===== config.mk =====
export PLATFORM = sky130hd
export DESIGN_NAME = uml_modem_lines
export DESIGN_NICKNAME = d
export VERILOG_FILES = /design/src/uml_pkg.sv /design/src/uml_modem_lines.sv
export SDC_FILE = /design/constraint.sdc
export NUM_CORES = 1
export LEC_CHECK = 0
export ABC_AREA = 1
export BUFFER_PORTS_ARGS = -buffer_cell sky130_fd_sc_hd__buf_4
export CORE_AREA = 2 2 102 104
export DETAILED_ROUTE_END_ITERATION = 8
export DIE_AREA = 0 0 104 106
export PLACE_DENSITY = 0.68
export SYNTH_ARGS = -nofsm -noshare
export SYNTH_HDL_FRONTEND = slang
export SYNTH_SLANG_ARGS = --single-unit

===== constraint.sdc =====
create_clock -name pclk -period 3.2 [get_ports pclk]
set_clock_uncertainty 0.2 [all_clocks]
set_input_delay 0.8 -clock pclk [delete_from_list [all_inputs] [get_ports pclk]]
set_output_delay 0.8 -clock pclk [all_outputs]
set_load 0.02 [all_outputs]

===== src/uml_pkg.sv =====
package uml_pkg;

   // clock and wake-up timing
   localparam int unsigned CLK_HZ          = 25000000;
   localparam int unsigned WAKE_TIME_MS    = 20;
   localparam int unsigned WAKE_CYCLES     = (CLK_HZ / 1000) * WAKE_TIME_MS;
   localparam int unsigned CHAR_LIMIT      = 2;

   // power-saving configuration codes
   localparam logic [1:0] PSV_OFF   = 2'h0;
   localparam logic [1:0] PSV_CYCLE = 2'h1;
   localparam logic [1:0] PSV_RTS   = 2'h2;
   localparam logic [1:0] PSV_DTR   = 2'h3;

   // APB register offsets
   localparam logic [7:0] CFG_OFFSET    = 8'h00;
   localparam logic [7:0] STATUS_OFFSET = 8'h04;

   // config field positions
   localparam int unsigned CFG_FLOW_BIT   = 0;
   localparam int unsigned CFG_SRAO_BIT   = 1;
   localparam int unsigned CFG_CLAO_BIT   = 2;
   localparam int unsigned CFG_CTSOFF_BIT = 3;
   localparam int unsigned CFG_MUX_BIT    = 4;
   localparam int unsigned CFG_PSV_LSB    = 5;
   localparam int unsigned CFG_DATA_BIT   = 7;
   localparam int unsigned CFG_CARR_BIT   = 8;
   localparam int unsigned CFG_VOICE_BIT  = 9;
   localparam int unsigned CFG_WIDTH      = 10;

   // value after reset: flow control on, both option lines always on
   localparam logic [CFG_WIDTH-1:0] CFG_RESET = 10'h007;

   typedef struct packed {
      logic       flow_control_select;
      logic       set_ready_always_on;
      logic       carrier_line_always_on;
      logic       clear_line_idle_level_config;
      logic       mux_active;
      logic [1:0] power_saving_config;
      logic       data_mode;
      logic       carrier_present;
      logic       voice_established;
   } uml_cfg_type;

   typedef enum logic [1:0] {
      UML_BOOT    = 2'b00,
      UML_OFF     = 2'b01,
      UML_WAKING  = 2'b11,
      UML_ENABLED = 2'b10
   } uml_port_type;

   typedef struct packed {
      logic rxd_n;
      logic cts_n;
      logic dsr_n;
      logic dcd_n;
      logic pins_oe;
   } uml_lines_type;

endpackage


===== src/uml_modem_lines.sv =====
`timescale 1ns/10ps
`default_nettype none

module uml_modem_lines #(
   parameter int unsigned WAKE_COUNT = uml_pkg::WAKE_CYCLES
) (
   // apb slave
   input  wire logic        pclk,
   input  wire logic        presetn,
   input  wire logic        psel,
   input  wire logic        penable,
   input  wire logic        pwrite,
   input  wire logic [7:0]  paddr,
   input  wire logic [31:0] pwdata,
   output logic      [31:0] prdata,
   output logic             pready,
   output logic             pslverr,
   // device transmitter side
   input  wire logic        tx_bit_n,
   input  wire logic        tx_active,
   input  wire logic        char_done,
   output logic             tx_allowed,
   // host lines
   input  wire logic        txd_in,
   input  wire logic        rts_in_n,
   input  wire logic        dtr_in_n,
   output logic             rxd_out,
   output logic             cts_out_n,
   output logic             dsr_out_n,
   output logic             dcd_out_n,
   output logic             lines_oe,
   output logic             pull_up_en,
   // port state
   output logic             port_enabled,
   output logic             active_mode,
   output logic             rx_char_valid_n,
   output logic             rxd_sync
);
   import uml_pkg::*;

   typedef struct packed {
      logic [CFG_WIDTH-1:0] cfg;
      logic [2:0]           rts_s;
      logic [2:0]           dtr_s;
      logic [1:0]           txd_s;
      uml_port_type         port;
      logic [24:0]          wake_cnt;
      logic [1:0]           char_cnt;
      logic                 tx_stop;
      logic                 first_lost;
      logic                 booted;
      logic [31:0]          rdata;
      uml_lines_type        lines;
   } uml_state_type;

   uml_state_type state;
   uml_state_type next_state;
   uml_cfg_type   cfg;

   logic rts_on;
   logic dtr_on;
   logic rts_rise;
   logic dtr_rise;
   logic wake_line;
   logic wake_rise;
   logic apb_acc;

   assign cfg       = '{
      flow_control_select:          state.cfg[CFG_FLOW_BIT],
      set_ready_always_on:          state.cfg[CFG_SRAO_BIT],
      carrier_line_always_on:       state.cfg[CFG_CLAO_BIT],
      clear_line_idle_level_config: state.cfg[CFG_CTSOFF_BIT],
      mux_active:                   state.cfg[CFG_MUX_BIT],
      power_saving_config:          state.cfg[CFG_PSV_LSB +: 2],
      data_mode:                    state.cfg[CFG_DATA_BIT],
      carrier_present:              state.cfg[CFG_CARR_BIT],
      voice_established:            state.cfg[CFG_VOICE_BIT]
   };
   assign rts_on    = ~state.rts_s[1];
   assign dtr_on    = ~state.dtr_s[1];
   assign rts_rise  = state.rts_s[2] & ~state.rts_s[1];
   assign dtr_rise  = state.dtr_s[2] & ~state.dtr_s[1];
   assign apb_acc   = psel & penable;

   always_comb begin
      wake_line = 1'b1;
      wake_rise = 1'b0;
      if (cfg.power_saving_config == PSV_RTS && !cfg.flow_control_select) begin
         wake_line = rts_on;
         wake_rise = rts_rise;
      end else if (cfg.power_saving_config == PSV_DTR) begin
         wake_line = dtr_on;
         wake_rise = dtr_rise;
      end
   end

   always_comb begin
      next_state = state;
      // synchronisers: first stage read only by the second
      next_state.rts_s = {state.rts_s[1:0], rts_in_n};
      next_state.dtr_s = {state.dtr_s[1:0], dtr_in_n};
      next_state.txd_s = {state.txd_s[0], txd_in};
      next_state.booted = 1'b1;
      // apb registers
      if (psel && !penable && !pwrite) begin
         if (paddr == CFG_OFFSET) begin
            next_state.rdata = {22'h0, state.cfg};
         end else if (paddr == STATUS_OFFSET) begin
            next_state.rdata = {26'h0, state.first_lost, state.tx_stop,
                                state.port, rts_on, dtr_on};
         end else begin
            next_state.rdata = 32'h0;
         end
      end
      if (apb_acc && pwrite && paddr == CFG_OFFSET) begin
         next_state.cfg = pwdata[CFG_WIDTH-1:0];
      end
      // port enable machine
      case (state.port)
         UML_BOOT: begin
            if (state.booted) begin
               next_state.port = UML_ENABLED;
            end
         end
         UML_OFF: begin
            if (wake_rise) begin
               next_state.port     = UML_WAKING;
               next_state.wake_cnt = 25'(WAKE_COUNT - 1);
            end else if (wake_line) begin
               next_state.port = UML_ENABLED;
            end
         end
         UML_WAKING: begin
            if (!wake_line) begin
               next_state.port = UML_OFF;
            end else if (state.wake_cnt == 25'h0) begin
               next_state.port = UML_ENABLED;
            end else begin
               next_state.wake_cnt = state.wake_cnt - 25'h1;
            end
         end
         default: begin
            if (!wake_line) begin
               next_state.port = UML_OFF;
            end
         end
      endcase
      // first character while waking is not valid
      if (state.port == UML_OFF && wake_rise) begin
         next_state.first_lost = !cfg.flow_control_select &&
                                 cfg.power_saving_config != PSV_OFF;
      end else if (state.port == UML_ENABLED) begin
         next_state.first_lost = 1'b0;
      end
      // transmit stop on request-to-send off
      if (!cfg.flow_control_select || rts_on) begin
         next_state.tx_stop  = 1'b0;
         next_state.char_cnt = 2'h0;
      end else if (tx_active && char_done &&
                   state.char_cnt < 2'(CHAR_LIMIT - 1)) begin
         next_state.char_cnt = state.char_cnt + 2'h1;
      end else begin
         next_state.tx_stop = 1'b1;
      end
      // line outputs
      next_state.lines.pins_oe = (state.port != UML_BOOT);
      next_state.lines.rxd_n   = (tx_active && tx_allowed) ?
                                 tx_bit_n : 1'b1;
      if (state.port == UML_BOOT) begin
         next_state.lines.cts_n = 1'b0;
      end else if (cfg.mux_active) begin
         next_state.lines.cts_n = !active_mode;
      end else if (cfg.flow_control_select) begin
         next_state.lines.cts_n = (state.port != UML_ENABLED);
      end else begin
         next_state.lines.cts_n = cfg.clear_line_idle_level_config;
      end
      if (cfg.set_ready_always_on) begin
         next_state.lines.dsr_n = 1'b0;
      end else begin
         next_state.lines.dsr_n = !cfg.data_mode;
      end
      if (cfg.carrier_line_always_on) begin
         next_state.lines.dcd_n = 1'b0;
      end else begin
         next_state.lines.dcd_n = !(cfg.carrier_present ||
                                    cfg.data_mode ||
                                    cfg.voice_established);
      end
   end

   always_ff @(posedge pclk or negedge presetn) begin
      if (!presetn) begin
         state          <= '0;
         state.cfg      <= CFG_RESET;
         state.rts_s    <= 3'h7;
         state.dtr_s    <= 3'h7;
         state.txd_s    <= 2'h3;
         state.port     <= UML_BOOT;
         state.lines    <= 5'h10 | 5'h0F;
         state.lines.pins_oe <= 1'b0;
      end else begin
         state <= next_state;
      end
   end

   // outputs
   assign prdata          = state.rdata;
   assign pready          = 1'b1;
   assign pslverr         = 1'b0;
   assign rxd_out         = state.lines.rxd_n;
   assign cts_out_n       = state.lines.cts_n;
   assign dsr_out_n       = state.lines.dsr_n;
   assign dcd_out_n       = state.lines.dcd_n;
   assign lines_oe        = state.lines.pins_oe;
   assign pull_up_en      = 1'b1;
   assign port_enabled    = (state.port == UML_ENABLED);
   assign active_mode     = (state.port != UML_OFF);
   assign rx_char_valid_n = state.first_lost;
   assign rxd_sync        = state.txd_s[1];
   assign tx_allowed      = !state.tx_stop;
endmodule

`default_nettype wire


Word level (Yosys, flattened, before mapping)
Index checks and enable logic that the tools add are counted.
Word-level totals
  word-level logic and storage cells: 98
  bits in registers: 87
  bits of input ports: 51
Operators by class
  bitwise logic cells: 5
  multiplexer cells: 28
  add/sub/neg operators: 2
  equality and inequality tests: 16
  reductions and logical operators: 30
  magnitude comparators: 1
Operator list (count)
  $mux W25: 3
  $pmux W25 S2: 1
  $logic_not A25 Y1: 1
  $sub A25 B1 Y25 const B: 1
  $mux W2: 7
  $mux W1: 13
  $ne A2 B2 Y1 const B: 6
  $logic_and A1 B1 Y1: 10
  $mux W10: 1
  $reduce_bool A2 Y1: 5
  $eq A2 B2 Y1 const B: 4
  $eq A8 B3 Y1 const B: 1
  $logic_not A8 Y1: 1
  $reduce_and A4 Y1: 2
  $logic_not A1 Y1: 7
  $mux W6: 1
  $ne A3 B3 Y1 const B: 2
  $pmux W2 S3: 1
  $ne A4 B1 Y1 const B: 1
  $and A1 B1 Y1: 3
  $logic_or A1 B1 Y1: 3
  $mux W3: 1
  $add A2 B1 Y2 const B: 1
  $eq A2 B1 Y1 const B: 1
  4 further kinds: 5

Longest topological paths before layout
  depth after elaboration: 6
  gate-level depth with buffers: 11
  depth with buffers taken out: 11

Worst setup path after synthesis
No wires, ideal clock.
  kind: input to register
  start: input port paddr[1]
  end: register cfg[4] (netlist name)
  arrival time: 1823 ps
  stages on the path: 6
  library setup time: 117 ps
  path slack: 1060 ps
  buffers on the path: 1
  cells stage by stage: or2_4 nor4_4 nand2_4 buf_6 nand2_1 nand2_1
Between the ends
  longest elaborated chain between the ends: 2
Ends and longest elaborated chain
  from (decl): RTL line uml_modem_lines.sv:13  | input wire logic [7:0] paddr,
  $logic_not A8 Y1: RTL line uml_modem_lines.sv:115  | if (apb_acc && pwrite && paddr == CFG_OFFSET) begin
  $logic_and A1 B1 Y1: RTL line uml_modem_lines.sv:115
No other way between the ends.
A chain may end at the register's enable or synchronous reset.

Worst setup path in the final report
  start: register state[68] (netlist bit)
  end: output port active_mode
Between the ends
  longest elaborated chain between the ends: 1
Ends and longest elaborated chain
  from (decl): RTL line uml_modem_lines.sv:56  | uml_state_type state;
  from (signal assigned): RTL line uml_modem_lines.sv:203  | state <= next_state;
  $ne A2 B1 Y1: RTL line uml_modem_lines.sv:218  | assign active_mode = (state.port != UML_OFF);
  to (decl): RTL line uml_modem_lines.sv:35  | output logic active_mode,
No other way between the ends.

==> summary.md <==
| Metric | Value |
|---|---|
| Global-route wire length before repair | 13900 um |
| Gr busiest metal | met2 |
| Clock transition at path regs | 0.08 ns |
| Max-cap viol count | 0 |
| Core ar. | 0.0100 mm2 |
| RSZ-0062 raised after global routing | no |
| Htree depth | 3 |
| Post-synth cell types | 35 |
| Resized cells post-CTS | 0 |
| Hold Violations, Final | 0 |
| Slew of the pin with the lowest slew margin | 0.807 ns |
| Initial DRC count | 147 |
| Total GRT Usage | 15.6% |
| Final Cell Area | 0.00431 mm2 |
| Setup CP Type | reg -> out |
| Most frequent cells in the layout | 139 x nand2_1, 77 x nor2_1, 55 x buf_4 |
| Post-Syn Instances | 494 |
| I/O pin cnt | 96 |
| Post-DRT Antenna Nets | 0 |
| Fraction of layout cells with a size suffix above 1 | 18.8% |
| Setup crit end kind | output port |
| Most common cell after layout, fill and taps aside | nand2_1 |
| Postcts setup bufs | 0 |
| Setup-failing EPs final | 0 |
| Syn Std Cell Area | 0.00378 mm2 |
| Starting Density | 37.9% |
| DR DRC count | 0 |
| Final period util | 78.4% |
| Nets@finish | 596 |
| Most common cell on crit path | inv_1 |
| Initial antenna violation count | 0 |
| Crit path required time | 2.20 ns |
| Critical path cell sequence | inv_1 -> ha_1 -> inv_1 -> buf_4 |
| DR vias | 3159 |
| Final period demand of the worst path | 2.51 ns |
| Area of the die | 0.0110 mm2 |
| Max-slew violations | 0 |
| Area grow syn2layout | 13.8% |
| Worst relative slew slack | 46.2% |
| CP max stage delay | 0.45 ns |
| Longest Clk Path Bufs | 2 |
| CTS tree | yes |
| DPL Wire Length | 5920 um |
| Placer Congestion | 0.896 |
| Grt ovf | 0 |
| Max IR drop VDD | 0.258 mV |
| Port buffer count | 48 |
| CTS buffer count | 9 |
| Critical path origin | state[68]$_DFFE_PN0P_ |
| Max Freq | 399 MHz |
| Register area share after synthesis | 43.5% |
| Total power | 2880 uW |
| CP Max Fanout | 5 |
| Die Height | 106 um |
| Skew-Pair Late Insertion Delay | 0.35 ns |
| Max stage delay cell, worst path | dfrtp_1 |
| Status | complete, no violations |
| Cell area power density | 669 mW/mm2 |
| Worst Hold Launch | next_state[72]$_DFF_PN1_ |
| Met1 Use GR | 19.7% |
| Setup TNS | 0 ns |
| Routed WL | 8080 um |
| Arrival @ worst endpoint | 1.51 ns |
| Largest net degree at the start of global routing | 66 |
| N_diodes | 0 |
| Fillcell total | 1044 |
| Avg Synthesized Cell Area | 7.66 um2 |
| CP Launch Type | register |
| Dpl cell area | 0.00412 mm2 |
| Drt wl/cell | 11.9 um |
| Num Clock Sinks | 65 |
| Number of global-route vias before repair | 3031 |
| Die width | 104 um |
| First drt pass iteration count | 4 |
| Register bit count reported by yosys | 65 |
| Ys Warns | 0 |
| Met3 usage | 3.00% |
| Clock Root Buffer | clkbuf_8 |
| Worst r2r src | state[67]$_DFFE_PN0P_ |
| FP Rows | 37 |
| P_leak | 0.00214 uW |
| Met2 GRT Util | 25.8% |
| Worst Hold Class | reg -> reg |
| Drt via density | 4.65 |
| Hold buffer count at CTS | 0 |
| Final core utilization | 43.1% |
==> final timing paths <==
kind                                            endpoint  slack [ns]  cells past startpoint
min in group asynchronous          state[63]$_DFFE_PN0P_        0.33                      1
worst max register to register     state[42]$_DFFE_PN0P_        1.03                      7
worst min-delay path            next_state[73]$_DFF_PN1_        0.16                      0
max in group asynchronous          state[43]$_DFFE_PN0P_        1.94                      1
worst max-delay path                         active_mode        0.69                      4
worst min register to register  next_state[73]$_DFF_PN1_        0.16                      0
==> worst max-delay path: cells and delay by family (launching register included) <==
kind                       cells  cell delay [ns]
DFF                            1             0.45
buffers and inverters          3             0.47
adders and majority gates      1             0.25
==> Yosys cell counts <==
cell type,number,area [um2]
nor2_1,77,289
nand3_1,52,260
nand2_1,139,522
dfstp_2,15,394
buf_6,4,45.0
xor2_1,9,78.8
inv_1,36,135
ha_1,7,87.6
or2_2,1,6.26
nand3_2,1,10.0
nor4_1,1,6.26
nand3b_4,1,20.0
nor3_2,1,10.0
a21oi_1,1,5.00
a21oi_2,2,17.5
nor4_4,1,21.3
nor2_2,1,6.26
inv_2,1,3.75
conb_1,2,7.51
nand2_4,1,11.3
nor3_1,2,10.0
nand4_1,7,43.8
clkinv_1,1,3.75
nand2_2,1,6.26
o21ai_2,4,35.0
nand3b_1,1,7.51
xnor2_1,4,35.0
buf_2,3,15.0
dfrtp_1,50,1250
a31oi_1,7,43.8
clkbuf_1,4,15.0
buf_4,35,263
o21ai_0,19,95.1
or2_4,1,8.76
a211oi_1,2,15.0
==> per-stage QoR <==
step / setup WS (ns) / cells / hold slack, ns
2_1_floorplan: 1.06 / 518 / 0.145
3_3_place_gp: 0.887 / 663 / 0.146
3_5_place_dp: 0.871 / 663 / 0.147
4_1_cts: 0.686 / 679 / 0.159
5_1_grt: 0.594 / 679 / 0.163
6_report: 0.692 / 679 / 0.158
==> routing by layer <==
layer / vias up / routed length [um]
met4: 0 / 132
li1: 1593 / -
met3: 9 / 338
met2: 79 / 3940
met5: - / 0
met1: 1478 / 3670
==> registers in the layout, summed over array words and instances (netlist names), 5 cells and up <==
| register | count |
|---|---|
| cfg | 10 |
| next_state | 5 |
| prdata | 10 |
| state | 33 |
==> area by class of cell <==
class / instances / area [um2] / area share, %
inverter: 38 / 143 / 3.31
multi-input combinational: 369 / 1750 / 40.6
tap: 136 / 170 / 3.95
clock buffer: 9 / 124 / 2.88
timing repair buffer: 55 / 413 / 9.59
sequential: 65 / 1650 / 38.2
clock inverter: 7 / 61.3 / 1.42
==> logic make-up (layout without fill, tap and decap cells) <==
| group | after synthesis | count (layout) | synth area share, % |
|---|---|---|---|
| buf+inv | 84 | 109 | 12.7 |
| compound gates | 35 | 35 | 5.59 |
| flops | 65 | 65 | 43.5 |
| simple gates | 288 | 288 | 32.7 |
| xor+xnor | 13 | 13 | 3.01 |
| fa+ha+maj | 7 | 7 | 2.31 |
| other cells | 2 | 26 | 0.198 |
==> power breakdown <==
group / leakage [uW] / total, uW / switching (uW) / internal (uW)
sequential: 0.000803 / 1100 / 132 / 967
combinational: 0.00124 / 1120 / 736 / 386
clock: 0.0000888 / 659 / 364 / 295
Power figures use the tool's default switching activity.
